$ cat config.mk
export PLATFORM = sky130hd
export DESIGN_NAME = gpio_mux_port
export DESIGN_NICKNAME = d
export VERILOG_FILES = /design/src/ext_irq_filter.v /design/src/gpio_mux_port.v
export VERILOG_INCLUDE_DIRS = /design/src
export SDC_FILE = /design/constraint.sdc
export NUM_CORES = 1
export LEC_CHECK = 0
export BUFFER_PORTS_ARGS = -buffer_cell sky130_fd_sc_hd__buf_2
export CELL_PAD_IN_SITES_DETAIL_PLACEMENT = 2
export CELL_PAD_IN_SITES_GLOBAL_PLACEMENT = 2
export CORE_MARGIN = 5
export CORE_UTILIZATION = 37
export DETAILED_ROUTE_END_ITERATION = 8
export PLACE_DENSITY = 0.85
export SETUP_SLACK_MARGIN = 0.15
export SYNTH_ARGS = -nofsm -noshare
export SYNTH_HDL_FRONTEND = slang
export SYNTH_SLANG_ARGS = --single-unit
$ cat constraint.sdc
create_clock -name pclk -period 3.3 [get_ports pclk]
set_input_delay 0.66 -clock pclk [delete_from_list [all_inputs] [get_ports pclk]]
set_output_delay 0.66 -clock pclk [all_outputs]
set_load 0.05 [all_outputs]
$ cat src/gpio_mux_consts.vh
// offsets, field codes, reset values and timing counts of the multiplexed port block
// assumes a 32-bit apb bus with byte addresses and a 25 mhz pclk
`ifndef GPIO_MUX_CONSTS_VH
`define GPIO_MUX_CONSTS_VH
`define ADDR_PORT_A_SEL 32'h01D20000
`define ADDR_PORT_A_VAL 32'h01D20004
`define ADDR_PORT_F_SEL 32'h01D20034
`define ADDR_PORT_F_VAL 32'h01D20038
`define ADDR_PORT_F_PUD 32'h01D2003C
`define ADDR_PORT_G_SEL 32'h01D20040
`define ADDR_PORT_G_VAL 32'h01D20044
`define ADDR_PORT_G_PUD 32'h01D20048
`define ADDR_EXT_TRIG 32'h01D2004C
`define ADDR_IRQ_STATUS 32'h01D20050
`define ADDR_IRQ_MASK 32'h01D20054
`define ADDR_PORT_E8_CTRL 32'h01D20058
`define ADDR_STRAP 32'h01D2005C
`define RST_PORT_A_SEL 10'h3FF
`define RST_PORT_A_VAL 10'h000
`define RST_PORT_F_SEL 4'h0
`define RST_PORT_G_SEL 16'h0000
`define RST_PUD_F 2'h0
`define RST_PUD_G 8'h00
`define RST_EXT_TRIG 24'h000000
`define RST_PORT_E8_CTRL 3'h0
// two-bit selector codes for ports f, g and pin e8
`define SEL_INPUT 2'h0
`define SEL_OUTPUT 2'h1
`define SEL_ALT 2'h2
`define SEL_EXT_IRQ 2'h3
`define E8_STRAP 2'h0
`define E8_CODEC_CLK 2'h1
`define E8_INPUT 2'h2
`define E8_OUTPUT 2'h3
// trigger types, three bits per channel
`define TRIG_LOW 3'h0
`define TRIG_HIGH 3'h1
`define TRIG_FALL 3'h2
`define TRIG_RISE 3'h4
`define TRIG_BOTH 3'h6
// a request must last longer than this many clocks
`define FILTER_CLOCKS 3
`define FILTER_STABLE (`FILTER_CLOCKS + 1)
// last count of a differing pin before the filtered level moves
`define FILTER_LAST 3'h3
`endif

$ cat src/ext_irq_filter.v
// one external interrupt channel: glitch filter and trigger detection
// assumes the pin is synchronous to pclk
`timescale 1ns/100ps
`include "gpio_mux_consts.vh"
module ext_irq_filter (
  input wire pclk,
  input wire presetn,
  input wire enable,
  input wire pin_level,
  input wire [2:0] trigger,
  output reg request
);
  reg filtered;
  reg prev;
  reg [2:0] stable_count;
  wire fall = prev & ~filtered;
  wire rise = ~prev & filtered;

  // level only moves after the pin has held its new value long enough
  always @(posedge pclk or negedge presetn) begin
    if (!presetn) begin
      filtered <= 1'b1;
      prev <= 1'b1;
      stable_count <= 3'h0;
    end else begin
      prev <= filtered;
      if (pin_level == filtered) begin
        stable_count <= 3'h0;
      end else if (stable_count == `FILTER_LAST) begin
        filtered <= pin_level;
        stable_count <= 3'h0;
      end else begin
        stable_count <= stable_count + 3'h1;
      end
    end
  end

  always @* begin
    case (trigger)
      `TRIG_LOW: request = enable & ~filtered;
      `TRIG_HIGH: request = enable & filtered;
      `TRIG_FALL, 3'h3: request = enable & fall;
      `TRIG_RISE, 3'h5: request = enable & rise;
      `TRIG_BOTH, 3'h7: request = enable & (fall | rise);
      default: request = 1'b0;
    endcase
  end
endmodule

$ cat src/gpio_mux_port.v
// multiplexed i/o port: function selectors, data and pull-up registers,
// open-drain two-wire pins, byte-order strap and eight filtered external interrupts
// assumes pins and peripheral signals are synchronous to pclk; apb slave, zero wait states
//
// Added by the designer: register access over APB.
`timescale 1ns/100ps
`include "gpio_mux_consts.vh"
module gpio_mux_port (
  input wire pclk,
  input wire presetn,
  input wire psel,
  input wire penable,
  input wire pwrite,
  input wire [31:0] paddr,
  input wire [31:0] pwdata,
  output wire pready,
  output reg [31:0] prdata,
  output reg pslverr,
  output wire irq,
  input wire [9:0] addr_bus_out,
  output wire [9:0] port_a_pin_out,
  output wire [9:0] port_a_pin_oe,
  input wire [1:0] port_f_low_pins_in,
  output wire [1:0] port_f_low_pins_out,
  output wire [1:0] port_f_low_pins_oe,
  output wire [1:0] port_f_low_pullup_en,
  input wire [1:0] two_wire_drive_low,
  output wire [1:0] two_wire_level,
  input wire [7:0] port_g_pins_in,
  output wire [7:0] port_g_pins_out,
  output wire [7:0] port_g_pins_oe,
  output wire [7:0] port_g_pullup_en,
  input wire [7:0] port_g_alt_out,
  input wire [7:0] port_g_alt_oe,
  output wire [7:0] port_g_alt_in,
  input wire port_e_pin8_in,
  output wire port_e_pin8_out,
  output wire port_e_pin8_oe,
  input wire codec_clk,
  output reg big_endian
);
  reg [9:0] port_a_function_select;
  reg [9:0] port_a_output_value;
  reg [3:0] port_f_sel;
  reg [1:0] port_f_val;
  reg [1:0] port_f_pud;
  reg [15:0] port_g_sel;
  reg [7:0] port_g_val;
  reg [7:0] port_g_pud;
  reg [23:0] ext_irq_trigger_config;
  reg [7:0] irq_status;
  reg [7:0] irq_mask;
  reg [2:0] port_e8_ctrl;
  reg strap_done;
  reg [31:0] next_prdata;
  reg next_slverr;
  wire [7:0] irq_request;
  wire setup = psel & ~penable;
  wire wr = psel & penable & pwrite;

  function [1:0] sel2;
    input [15:0] sel;
    input [2:0] idx;
    begin
      sel2 = sel[{idx, 1'b0} +: 2];
    end
  endfunction

  // read-back of one port pin; function pins read the undefined case as zero
  function pin_read;
    input [1:0] sel;
    input pin;
    input val;
    begin
      case (sel)
        `SEL_INPUT: pin_read = pin;
        `SEL_OUTPUT: pin_read = val;
        default: pin_read = 1'b0;
      endcase
    end
  endfunction

  function map_hit;
    input [31:0] addr;
    begin
      case (addr)
        `ADDR_PORT_A_SEL, `ADDR_PORT_A_VAL, `ADDR_PORT_F_SEL, `ADDR_PORT_F_VAL,
        `ADDR_PORT_F_PUD, `ADDR_PORT_G_SEL, `ADDR_PORT_G_VAL, `ADDR_PORT_G_PUD,
        `ADDR_EXT_TRIG, `ADDR_IRQ_STATUS, `ADDR_IRQ_MASK, `ADDR_PORT_E8_CTRL,
        `ADDR_STRAP: map_hit = 1'b1;
        default: map_hit = 1'b0;
      endcase
    end
  endfunction

  // port a: output only, selector bit picks the address bus
  assign port_a_pin_out = (port_a_function_select & addr_bus_out) |
    (~port_a_function_select & port_a_output_value);
  assign port_a_pin_oe = 10'h3FF;

  // port f low pins are open drain in every mode
  genvar i;
  generate
    for (i = 0; i < 2; i = i + 1) begin : gen_f
      wire [1:0] mode = port_f_sel[2 * i +: 2];
      assign port_f_low_pins_out[i] = 1'b0;
      assign port_f_low_pins_oe[i] = (mode == `SEL_OUTPUT) ? ~port_f_val[i] :
        (mode == `SEL_ALT) ? two_wire_drive_low[i] : 1'b0;
      assign two_wire_level[i] = (mode == `SEL_ALT) ? port_f_low_pins_in[i] : 1'b1;
      assign port_f_low_pullup_en[i] = ~port_f_pud[i];
    end
    for (i = 0; i < 8; i = i + 1) begin : gen_g
      localparam [2:0] pin_idx = i;
      wire [1:0] mode = sel2(port_g_sel, pin_idx);
      assign port_g_pins_out[i] = (mode == `SEL_ALT) ? port_g_alt_out[i] : port_g_val[i];
      assign port_g_pins_oe[i] = (mode == `SEL_OUTPUT) | ((mode == `SEL_ALT) & port_g_alt_oe[i]);
      // idle peripherals see a released line, not a stale pin
      assign port_g_alt_in[i] = (mode == `SEL_ALT) ? port_g_pins_in[i] : 1'b1;
      assign port_g_pullup_en[i] = ~port_g_pud[i];
      // interrupts only work once software picks interrupt mode
      ext_irq_filter u_filter (
        .pclk(pclk),
        .presetn(presetn),
        .enable(mode == `SEL_EXT_IRQ),
        .pin_level(port_g_pins_in[i]),
        .trigger(ext_irq_trigger_config[3 * i +: 3]),
        .request(irq_request[i])
      );
    end
  endgenerate

  // pin e8: strap while in reset, then codec clock or plain i/o
  assign port_e_pin8_out = (port_e8_ctrl[1:0] == `E8_CODEC_CLK) ? codec_clk : port_e8_ctrl[2];
  assign port_e_pin8_oe = (port_e8_ctrl[1:0] == `E8_CODEC_CLK) |
    (port_e8_ctrl[1:0] == `E8_OUTPUT);

  // strap sampled on the first edge after release, never later
  always @(posedge pclk or negedge presetn) begin
    if (!presetn) begin
      strap_done <= 1'b0;
      big_endian <= 1'b0;
    end else if (!strap_done) begin
      strap_done <= 1'b1;
      big_endian <= port_e_pin8_in;
    end
  end

  assign irq = |(irq_status & irq_mask);
  assign pready = psel & penable;

  // one strobe per register except the read-only strap; unmapped writes match none and are dropped
  wire we_a_sel = wr & (paddr == `ADDR_PORT_A_SEL);
  wire we_a_val = wr & (paddr == `ADDR_PORT_A_VAL);
  wire we_f_sel = wr & (paddr == `ADDR_PORT_F_SEL);
  wire we_f_val = wr & (paddr == `ADDR_PORT_F_VAL);
  wire we_f_pud = wr & (paddr == `ADDR_PORT_F_PUD);
  wire we_g_sel = wr & (paddr == `ADDR_PORT_G_SEL);
  wire we_g_val = wr & (paddr == `ADDR_PORT_G_VAL);
  wire we_g_pud = wr & (paddr == `ADDR_PORT_G_PUD);
  wire we_trig = wr & (paddr == `ADDR_EXT_TRIG);
  wire we_status = wr & (paddr == `ADDR_IRQ_STATUS);
  wire we_mask = wr & (paddr == `ADDR_IRQ_MASK);
  wire we_e8 = wr & (paddr == `ADDR_PORT_E8_CTRL);

  // registers; data registers have no meaningful reset, zero keeps sim clean
  always @(posedge pclk or negedge presetn) begin
    if (!presetn) begin
      port_a_function_select <= `RST_PORT_A_SEL;
    end else if (we_a_sel) begin
      port_a_function_select <= pwdata[9:0];
    end
  end

  always @(posedge pclk or negedge presetn) begin
    if (!presetn) begin
      port_a_output_value <= `RST_PORT_A_VAL;
    end else if (we_a_val) begin
      port_a_output_value <= pwdata[9:0];
    end
  end

  always @(posedge pclk or negedge presetn) begin
    if (!presetn) begin
      port_f_sel <= `RST_PORT_F_SEL;
    end else if (we_f_sel) begin
      port_f_sel <= pwdata[3:0];
    end
  end

  always @(posedge pclk or negedge presetn) begin
    if (!presetn) begin
      port_f_val <= 2'h0;
    end else if (we_f_val) begin
      port_f_val <= pwdata[1:0];
    end
  end

  always @(posedge pclk or negedge presetn) begin
    if (!presetn) begin
      port_f_pud <= `RST_PUD_F;
    end else if (we_f_pud) begin
      port_f_pud <= pwdata[1:0];
    end
  end

  always @(posedge pclk or negedge presetn) begin
    if (!presetn) begin
      port_g_sel <= `RST_PORT_G_SEL;
    end else if (we_g_sel) begin
      port_g_sel <= pwdata[15:0];
    end
  end

  always @(posedge pclk or negedge presetn) begin
    if (!presetn) begin
      port_g_val <= 8'h00;
    end else if (we_g_val) begin
      port_g_val <= pwdata[7:0];
    end
  end

  always @(posedge pclk or negedge presetn) begin
    if (!presetn) begin
      port_g_pud <= `RST_PUD_G;
    end else if (we_g_pud) begin
      port_g_pud <= pwdata[7:0];
    end
  end

  always @(posedge pclk or negedge presetn) begin
    if (!presetn) begin
      ext_irq_trigger_config <= `RST_EXT_TRIG;
    end else if (we_trig) begin
      ext_irq_trigger_config <= pwdata[23:0];
    end
  end

  always @(posedge pclk or negedge presetn) begin
    if (!presetn) begin
      irq_mask <= 8'h00;
    end else if (we_mask) begin
      irq_mask <= pwdata[7:0];
    end
  end

  always @(posedge pclk or negedge presetn) begin
    if (!presetn) begin
      port_e8_ctrl <= `RST_PORT_E8_CTRL;
    end else if (we_e8) begin
      port_e8_ctrl <= pwdata[2:0];
    end
  end

  // sticky status, write one to clear; a new request wins over the clear
  always @(posedge pclk or negedge presetn) begin
    if (!presetn) begin
      irq_status <= 8'h00;
    end else if (we_status) begin
      irq_status <= (irq_status & ~pwdata[7:0]) | irq_request;
    end else begin
      irq_status <= irq_status | irq_request;
    end
  end

  // read mux; pins on peripheral functions read zero, the undefined case
  integer k;
  always @* begin
    next_prdata = 32'h00000000;
    next_slverr = ~map_hit(paddr);
    case (paddr)
      `ADDR_PORT_A_SEL: next_prdata[9:0] = port_a_function_select;
      `ADDR_PORT_A_VAL: next_prdata[9:0] = port_a_output_value & ~port_a_function_select;
      `ADDR_PORT_F_SEL: next_prdata[3:0] = port_f_sel;
      `ADDR_PORT_F_VAL: begin
        for (k = 0; k < 2; k = k + 1) begin
          next_prdata[k] = pin_read(port_f_sel[2 * k +: 2], port_f_low_pins_in[k], port_f_val[k]);
        end
      end
      `ADDR_PORT_F_PUD: next_prdata[1:0] = port_f_pud;
      `ADDR_PORT_G_SEL: next_prdata[15:0] = port_g_sel;
      `ADDR_PORT_G_VAL: begin
        for (k = 0; k < 8; k = k + 1) begin
          next_prdata[k] = pin_read(sel2(port_g_sel, k[2:0]), port_g_pins_in[k], port_g_val[k]);
        end
      end
      `ADDR_PORT_G_PUD: next_prdata[7:0] = port_g_pud;
      `ADDR_EXT_TRIG: next_prdata[23:0] = ext_irq_trigger_config;
      `ADDR_IRQ_STATUS: next_prdata[7:0] = irq_status;
      `ADDR_IRQ_MASK: next_prdata[7:0] = irq_mask;
      `ADDR_PORT_E8_CTRL: next_prdata[2:0] = (port_e8_ctrl[1:0] == `E8_INPUT) ?
        {port_e_pin8_in, port_e8_ctrl[1:0]} : port_e8_ctrl;
      `ADDR_STRAP: next_prdata[0] = big_endian;
      default: next_prdata = 32'h00000000;
    endcase
  end

  // read data and error captured in the setup cycle, stable through access
  // capturing early costs a flop stage but keeps prdata free of pin glitches
  always @(posedge pclk or negedge presetn) begin
    if (!presetn) begin
      prdata <= 32'h00000000;
    end else if (setup) begin
      prdata <= pwrite ? 32'h00000000 : next_prdata;
    end
  end

  always @(posedge pclk or negedge presetn) begin
    if (!presetn) begin
      pslverr <= 1'b0;
    end else if (setup) begin
      pslverr <= next_slverr;
    end
  end
endmodule

Word level (Yosys, flattened, before mapping)
Index checks and enable logic that the tools add are counted.
Storage, ports and cells
  bits in registers: 178
  input bits: 109
Operators by class
  $add $sub $neg: 8
  equality and inequality tests: 116
  muxes and demuxes: 69
  bitwise logic cells: 143
  reduce and logical (&&, ||, !) cells: 52
Operators with widths (number)
  $eq A32 B25 Y1 const B: 13
  $eq A3 B3 Y1 const B: 32
  $and A1 B1 Y1: 79
  $eq A3 B2 Y1 const B: 24
  $mux W3: 17
  $reduce_or A2 Y1: 24
  $eq A2 B2 Y1 const B: 20
  $pmux W1 S5: 8
  $not A1 Y1: 38
  $pmux W4 S8: 1
  $add A3 B1 Y3 const B: 8
  $eq A3 B1 Y1 const B: 8
  $logic_not A3 Y1: 8
  $mux W1: 24
  $mux W24: 1
  $eq A2 B1 Y1 const B: 11
  $and A10 B10 Y10: 2
  $logic_not A2 Y1: 10
  $pmux W1 S2: 10
  $or A1 B1 Y1: 17
  $and A8 B8 Y8: 2
  $mux W8: 2
  $or A8 B8 Y8: 2
  $reduce_and A2 Y1: 8
  other kinds (12): 19

Logic depth before layout (Yosys ltp)
Gate-level depths: netlist (run 1).
  depth in word-level cells: 7
  depth in mapped cells: 8
  gate-level depth less buffers: 6

Hierarchy
A second synthesis (run 1) with hierarchy kept.
Unflattened totals
  cells, all modules: 818
  area, all modules: 9023.7 µm²
Modules (own cells, without submodules)
  gpio_mux_port: times used 1, cells an instance 626, area each 6921.6 µm²
  ext_irq_filter: times used 8, cells an instance 24, area each 262.8 µm²

Worst setup path before layout (run 1)
No wires, ideal clock.
  kind: input to register
  start: input paddr[21]
  end: register port_f_sel[1]
  arrival: 2595 ps
  required time: 3175 ps
  path slack: 580 ps
  stages on the path: 7
  buffers on the path: 1
  path through: or4b_4 nor4_4 and2_2 buf_6 nand2_1 nor2_1 mux2_2
On the way
  cells in the longest elaborated chain, start to end: 2
RTL lines
  start, declared: RTL line gpio_mux_port.v:14  | input wire [31:0] paddr,
  $eq A32 B25 Y1
  $and A1 B1 Y1: RTL line gpio_mux_port.v:154  | wire we_f_sel = wr & (paddr == `ADDR_PORT_F_SEL);
  end signal, assigned: RTL line gpio_mux_port.v:184  | port_f_sel <= `RST_PORT_F_SEL;
  end signal, assigned: RTL line gpio_mux_port.v:186  | port_f_sel <= pwdata[3:0];
  end, declared: RTL line gpio_mux_port.v:44  | reg [3:0] port_f_sel;
Every way passes these cells.
A chain may end at the register's enable or synchronous reset.

Worst setup path in the final report (run 1)
  start: input paddr[21]
  end: register port_a_output_value[5]
On the way
  cells in the longest elaborated chain, start to end: 2
RTL lines
  $eq A32 B25 Y1
  $and A1 B1 Y1: RTL line gpio_mux_port.v:153  | wire we_a_val = wr & (paddr == `ADDR_PORT_A_VAL);
  end signal, assigned: RTL line gpio_mux_port.v:176  | port_a_output_value <= `RST_PORT_A_VAL;
  end signal, assigned: RTL line gpio_mux_port.v:178  | port_a_output_value <= pwdata[9:0];
  end, declared: RTL line gpio_mux_port.v:43  | reg [9:0] port_a_output_value;
Every way passes these cells.

==> impl_metrics.tcl, run 1 <==
set metrics [dict create \
    status "complete, no violations" \
    grt_max_degree 72 \
    grt_pass1_vias 8890 \
    worst_slack_ns 0.417 \
    worst_ep_arrival_time_ns 3.20 \
    h-tree-depth 4 \
    critPathCaptureType "register" \
    post-route-util_pct 45.8 \
    grt_use_total_pct 26.8 \
    p_leak_nw 5.22 \
    critPathMaxStageDelay_ns 0.54 \
    io_pins 207 \
    die_area_um2 27300 \
    cts_root_buf "clkbuf_16" \
    fillers 2486 \
    firstDrtPassIters 5 \
    design_area_um2 10800 \
    regToRegEndpoint "prdata[2]" \
    fin_crit_ns 2.88 \
    dp.final_hpwl_um 24500 \
    rr_worst_depth 5 \
    synth_edf_count 0 \
    setup_tns_ns 0 \
    critPathTopFamily "simple AND/OR/NAND/NOR gates" \
    synthArstFlopShare_pct 100 \
    synthCells 816 \
    path_buf_inv 1 \
    grt_pass1_wl_um 55100 \
    ctsResizeCount 0 \
    antenna_found_initial 2 \
    setup.worst_path.class "primary input to register" \
    wirelength_um 36500 \
    dp_slack_ns 0.179 \
    rsz0062_at_grt "no" \
    hold_buffers 0 \
    fin_skew_ns 0.0128 \
    place_congestion 0.873 \
    critPathLaunch "paddr[21]" \
    post_drt_via_cell_ratio 5.77 \
    vdd_ir_drop_max_uv 313 \
    ys.flop_type "dfrtp_1" \
    grt_remaining_overflow 0 \
    max_freq_mhz 347 \
    nNetsFinal 1144 \
    rows 56 \
    ff_latch_area_um2 4290 \
    avgSynthCellArea_um2 10.9 \
    vias 7747 \
    cts_setup_buffers 0 \
    synth_top_area_share_pct 40.3 \
    post_dp_cell_area_um2 10200 \
    slew_headroom_pct 41.6 \
    syn_area_um2 8930 \
    crit_end "port_a_output_value[5]" \
    drive_gt1_share_pct 37.3 \
    ys_seq_elements 170 \
    hold_viol_final 0 \
    die_y_um 165 \
    totalPowerFinal_mw 5.61 \
    io_buffer_count 178 \
    drc 0 \
    slowest_stage "or4b_4" \
    cts_made_buffers 17 \
    layout-area-overhead-vs-synth_pct 21.2 \
    regToRegSetupSlack_ns 1.12 \
    path_depth 7 \
    die_w_um 165 \
    seq_area_frac_synth_pct 48.0 \
    clk_latency_ns 0.45 \
    synthTopCellsByArea "dfrtp_1, mux2_2, dfstp_2, nand2_1, ha_1" \
    tightest_slew_ns 0.854 \
    synth_area_leader_cell "dfrtp_1" \
    start_util_pct 37.8 \
    hp-class "primary input to async pin" \
    slew_violations 0 \
    r2r_start "port_e8_ctrl[1]" \
    clock-sinks 170 \
    crit_chain "buf_2 -> or4b_4 -> nor4_4 -> nand3_1 -> nor2_1 -> nand2_2 -> mux2_2" \
    max-cap-violations 0 \
    drtAntennaViolNets 0 \
    setup-violations-final 0 \
    startpoint_type "primary input" \
    post-route-period-util_pct 87.4 \
    crit_fanout 10 \
    clkTransAtPathRegs_ns 0.07 \
    ys_warn_count 0 \
    powerDensity_nw_per_um2 519 \
    synth_cell_types 72 \
    core_um2 23600 \
    drt-initial-drc-count 464 \
    cp.required_ns 3.61 \
    wl_per_cell_um 27.1 \
    cts_tree "built" \
    multi_input_area_um2 4270 \
    clockBufferDepth 2 \
]
-- sequential cells by signal, summed over array words and instances, names as in the netlist --
register / cells
irq_mask: 8
gen_g.u_filter.filtered: 8
port_e8_ctrl: 3
ext_irq_trigger_config: 24
port_f_val: 2
strap_done: 1
pslverr: 1
big_endian: 1
port_g_sel: 16
port_f_sel: 4
gen_g.u_filter.prev: 8
prdata: 24
port_f_pud: 2
port_a_output_value: 10
port_g_val: 8
gen_g.u_filter.stable_count: 24
port_a_function_select: 10
port_g_pud: 8
irq_status: 8
-- through the flow --
stage / cells / hold WS, ns
after floorplan: 835 / 0.364
after global routing: 1343 / 0.294
final: 1343 / 0.245
after detailed placement: 1311 / 0.397
after CTS: 1342 / 0.261
after global placement: 1311 / 0.396
-- placed cells by master, fill, tap and decap left out, types with 21 or more instances in the layout --
| cell | count |
|---|---|
| buf_2 | 177 |
| buf_4 | 27 |
| conb_1 | 21 |
| o21ai_0 | 52 |
| dfstp_2 | 26 |
| inv_1 | 37 |
| nor2_1 | 31 |
| ha_1 | 24 |
| dfrtp_1 | 144 |
| nand2_1 | 85 |
| mux2_2 | 93 |
-- cell type report --
type / count / share of cell area [%]
Tap cell: 319 / 3.69
Multi-Input combinational cell: 578 / 39.4
Clock buffer: 22 / 4.38
Clock inverter: 9 / 1.05
Antenna cell: 1 / 0.0231
Timing Repair Buffer: 207 / 10.5
Sequential cell: 170 / 39.6
Inverter: 37 / 1.28
-- logic make-up (layout without fill, tap and decap cells) --
group	count (synthesis)	in the layout	synth area share (%)
AND/OR/NAND/NOR	237	237	14.3
flip-flops	170	170	48.0
AO/OA/AOI/OAI	157	157	11.8
multiplexers	122	122	15.6
buffers and inverters	87	275	5.18
adder cells (fa/ha/maj)	24	24	3.36
XOR/XNOR	17	17	1.67
other	2	22	0.0841
-- synth_stat cells, types with 8 or more instances --
cell type / number
nor2b_1: 20
xor2_1: 9
nand2b_1: 17
nor3_1: 16
dfrtp_1: 144
nand2_1: 85
buf_4: 20
clkbuf_1: 20
inv_1: 37
a211oi_1: 10
mux2_4: 10
a32o_1: 10
dfstp_2: 26
xnor2_1: 8
o21ai_0: 52
a21oi_1: 17
mux2i_1: 16
nor3b_1: 14
nor2_1: 31
ha_1: 24
a22o_1: 16
mux2_2: 93
a22oi_1: 18
-- power breakdown --
group	total, mW	switching, mW	internal (mW)
clock network	2.10	0.921	1.18
registers	2.52	0.182	2.34
logic	0.995	0.616	0.379
total	5.61	1.72	3.90
-- routing by layer --
metal | GRT usage, % | wire length, um | vias up
li1 | - | - | 3288
met1 | 31.7 | 14200 | 3953
met2 | 46.0 | 18100 | 375
met3 | 6.06 | 2550 | 129
met4 | 13.2 | 1630 | 2
met5 | 0 | 13 | -
-- worst min-delay path by stage --
stage,start,cells after the start,endpoint
final,presetn,1,gen_g[4].u_filter.stable_count[0]
after global routing,presetn,1,gen_g[4].u_filter.stable_count[0]
after CTS,presetn,1,gen_g[4].u_filter.stable_count[0]
after detailed placement,gen_g[4].u_filter.filtered,0,gen_g[4].u_filter.prev
after global placement,gen_g[6].u_filter.filtered,0,gen_g[6].u_filter.prev
after floorplan,presetn,0,big_endian
-- worst reg2reg max path: stages, from the launching register on --
cell	delay [ns]
dfrtp_1	0.43
nor2b_1	0.16
mux2i_1	0.16
a2111oi_0	0.81
o31ai_1	0.29
o31ai_1	0.25
Note: power is estimated with default switching activity, not from simulation.
==> run 2: changes to the inputs <==
CORE_UTILIZATION = 30   (was 37)
PLACE_DENSITY = 0.71   (was 0.85)
SLEW_MARGIN = 20   (was unset)
==> run 2 against run 1 <==
Net effect: combinational power shrank 9.0%; routed wire length shrank 15%; register-to-register slack gained 0.33 ns; worst hold slack lost 0.045 ns; via count shrank 5.5%; cell area grew 1.5%; global-route usage shrank 8.5 points; non-clock buffer count grew 6; maximum frequency grew 11%; critical path depth shrank 1; power shrank 1.4%; die area grew 22%; critical endpoint is now port_e8_ctrl[0].
==> impl_metrics.tcl, run 2 (same netlist as run 1, synthesis figures left out) <==
set metrics [dict create \
    clockBufferDepth 2 \
    firstDrtPassIters 5 \
    worst_ep_arrival_time_ns 2.92 \
    slowest_stage "or4b_4" \
    io_pins 207 \
    tightest_slew_ns 0.601 \
    setup-violations-final 0 \
    grt_pass1_vias 8105 \
    slew_headroom_pct 59.6 \
    wl_per_cell_um 21.8 \
    post-route-util_pct 37.3 \
    layout-area-overhead-vs-synth_pct 23.0 \
    cts_setup_buffers 0 \
    status "complete, no violations" \
    top_usage_layer "met2" \
    drive_gt1_share_pct 37.4 \
    startpoint_type "primary input" \
    num_antenna_cells 0 \
    ctsResizeCount 0 \
    grt_use_met3_pct 3.65 \
    post-route-period-util_pct 78.8 \
    drc 0 \
    setup_tns_ns 0 \
    dp_slack_ns 0.264 \
    hold_buffers 0 \
    cts_tree "built" \
    powerDensity_nw_per_um2 504 \
    post_drt_via_cell_ratio 5.16 \
    rsz0062_at_grt "no" \
    h-tree-depth 4 \
    drtAntennaViolNets 0 \
    vdd_ir_drop_max_uv 342 \
    crit_fanout 5 \
    wirelength_um 30900 \
    cp.required_ns 3.62 \
    clk_latency_ns 0.44 \
    met2_usage_pct 31.0 \
    io_buffer_count 178 \
    grt_remaining_overflow 0 \
    die_y_um 183 \
    vias 7324 \
    layout_common_cells "buf_2, dfrtp_1, mux2_2" \
    die_area_um2 33300 \
    fillers 3225 \
    hp-class "primary input to async pin" \
    finalHoldWorstSlack_ns 0.201 \
    die_w_um 183 \
    place_congestion 0.802 \
    grt_max_degree 64 \
    hold_viol_final 0 \
    slew_violations 0 \
    max-cap-violations 0 \
    globalRouteMet1Util_pct 24.2 \
    worst_slack_ns 0.701 \
    antenna_found_initial 0 \
    mostFrequentLayoutCell "buf_2" \
    nNetsFinal 1150 \
    start_util_pct 30.3 \
    rows 63 \
    crit_chain "buf_2 -> or4b_4 -> nor4_4 -> nand3_1 -> nor2_1 -> mux2_2" \
    clkTransAtPathRegs_ns 0.07 \
    top_regs "ext_irq_trigger_config x24, gen_g.u_filter.stable_count x24, prdata x24" \
    fin_crit_ns 2.60 \
    critPathMaxStageDelay_ns 0.54 \
    setup.worst_path.class "primary input to register" \
    place_inst 1388 \
    critPathCaptureType "register" \
    drt-initial-drc-count 348 \
    max_freq_mhz 385 \
    core_um2 29500 \
    clock-sinks 170 \
    cts_root_buf "clkbuf_16" \
    fin_skew_ns 0.0101 \
    cts_made_buffers 17 \
    grt_pass1_wl_um 47300 \
    grt_use_total_pct 18.3 \
    final_cells 1420 \
    p_leak_nw 5.27 \
    dp.final_hpwl_um 23400 \
]
[run 2: cell types whose count changed in the layout (fill, tap and decap cells not counted), sizes merged]
cell	previous run	this run
buf	207	213
bufinv	2	4
clkinv	3	2
clkbuf	22	24
clkinvlp	3	1
diode	1	0
[run 2: worst paths after layout]
kind	start	to	slack [ns]	depth (start not counted)
max	paddr[21]	port_e8_ctrl[0]	0.70	6
min	presetn	gen_g[4].u_filter.stable_count[1]	0.20	1
max reg2reg	port_g_sel[10]	prdata[5]	1.45	6
min reg2reg	gen_g[7].u_filter.filtered	gen_g[7].u_filter.prev	0.41	0
max in group asynchronous	presetn	gen_g[0].u_filter.prev	2.29	2
min in group pclk	gen_g[7].u_filter.filtered	gen_g[7].u_filter.prev	0.41	0
[run 2: where the power goes]
group	leakage [nW]	internal (mW)	switching, mW
registers	2.22	2.34	0.159
clock network	0.293	1.29	0.843
logic	2.76	0.368	0.537
[run 2: metal layers]
layer / part of all wire, % / wire length (um)
met1: 45 / 13900
met4: 1.4 / 432
met5: 0 / 0
met3: 4.9 / 1510
met2: 49 / 15100
[run 2: area by class of cell]
| class | count | area (um2) | share of cell area [%] |
|---|---|---|---|
| Sequential cell | 170 | 4290 | 39.0 |
| Multi-Input combinational cell | 578 | 4270 | 38.8 |
| Timing Repair Buffer | 213 | 1200 | 10.9 |
| Tap cell | 390 | 488 | 4.44 |
| Clock buffer | 24 | 462 | 4.20 |
| Clock inverter | 8 | 146 | 1.33 |
| Inverter | 37 | 139 | 1.26 |
[run 2: metrics by stage]
stage	area (um2)	total power [mW]
6_report	11000	5.54
5_1_grt	11000	5.83
4_1_cts	11000	5.62
3_5_place_dp	10400	3.45
3_3_place_gp	10400	3.37
2_1_floorplan	9000	3.10
[run 2: worst max-delay path, delay by kind of cell]
| kind | cells | cell delay (ns) |
|---|---|---|
| AND/OR/NAND/NOR | 4 | 1.79 |
| multiplexers | 1 | 0.37 |
| buffers and inverters | 1 | 0.09 |
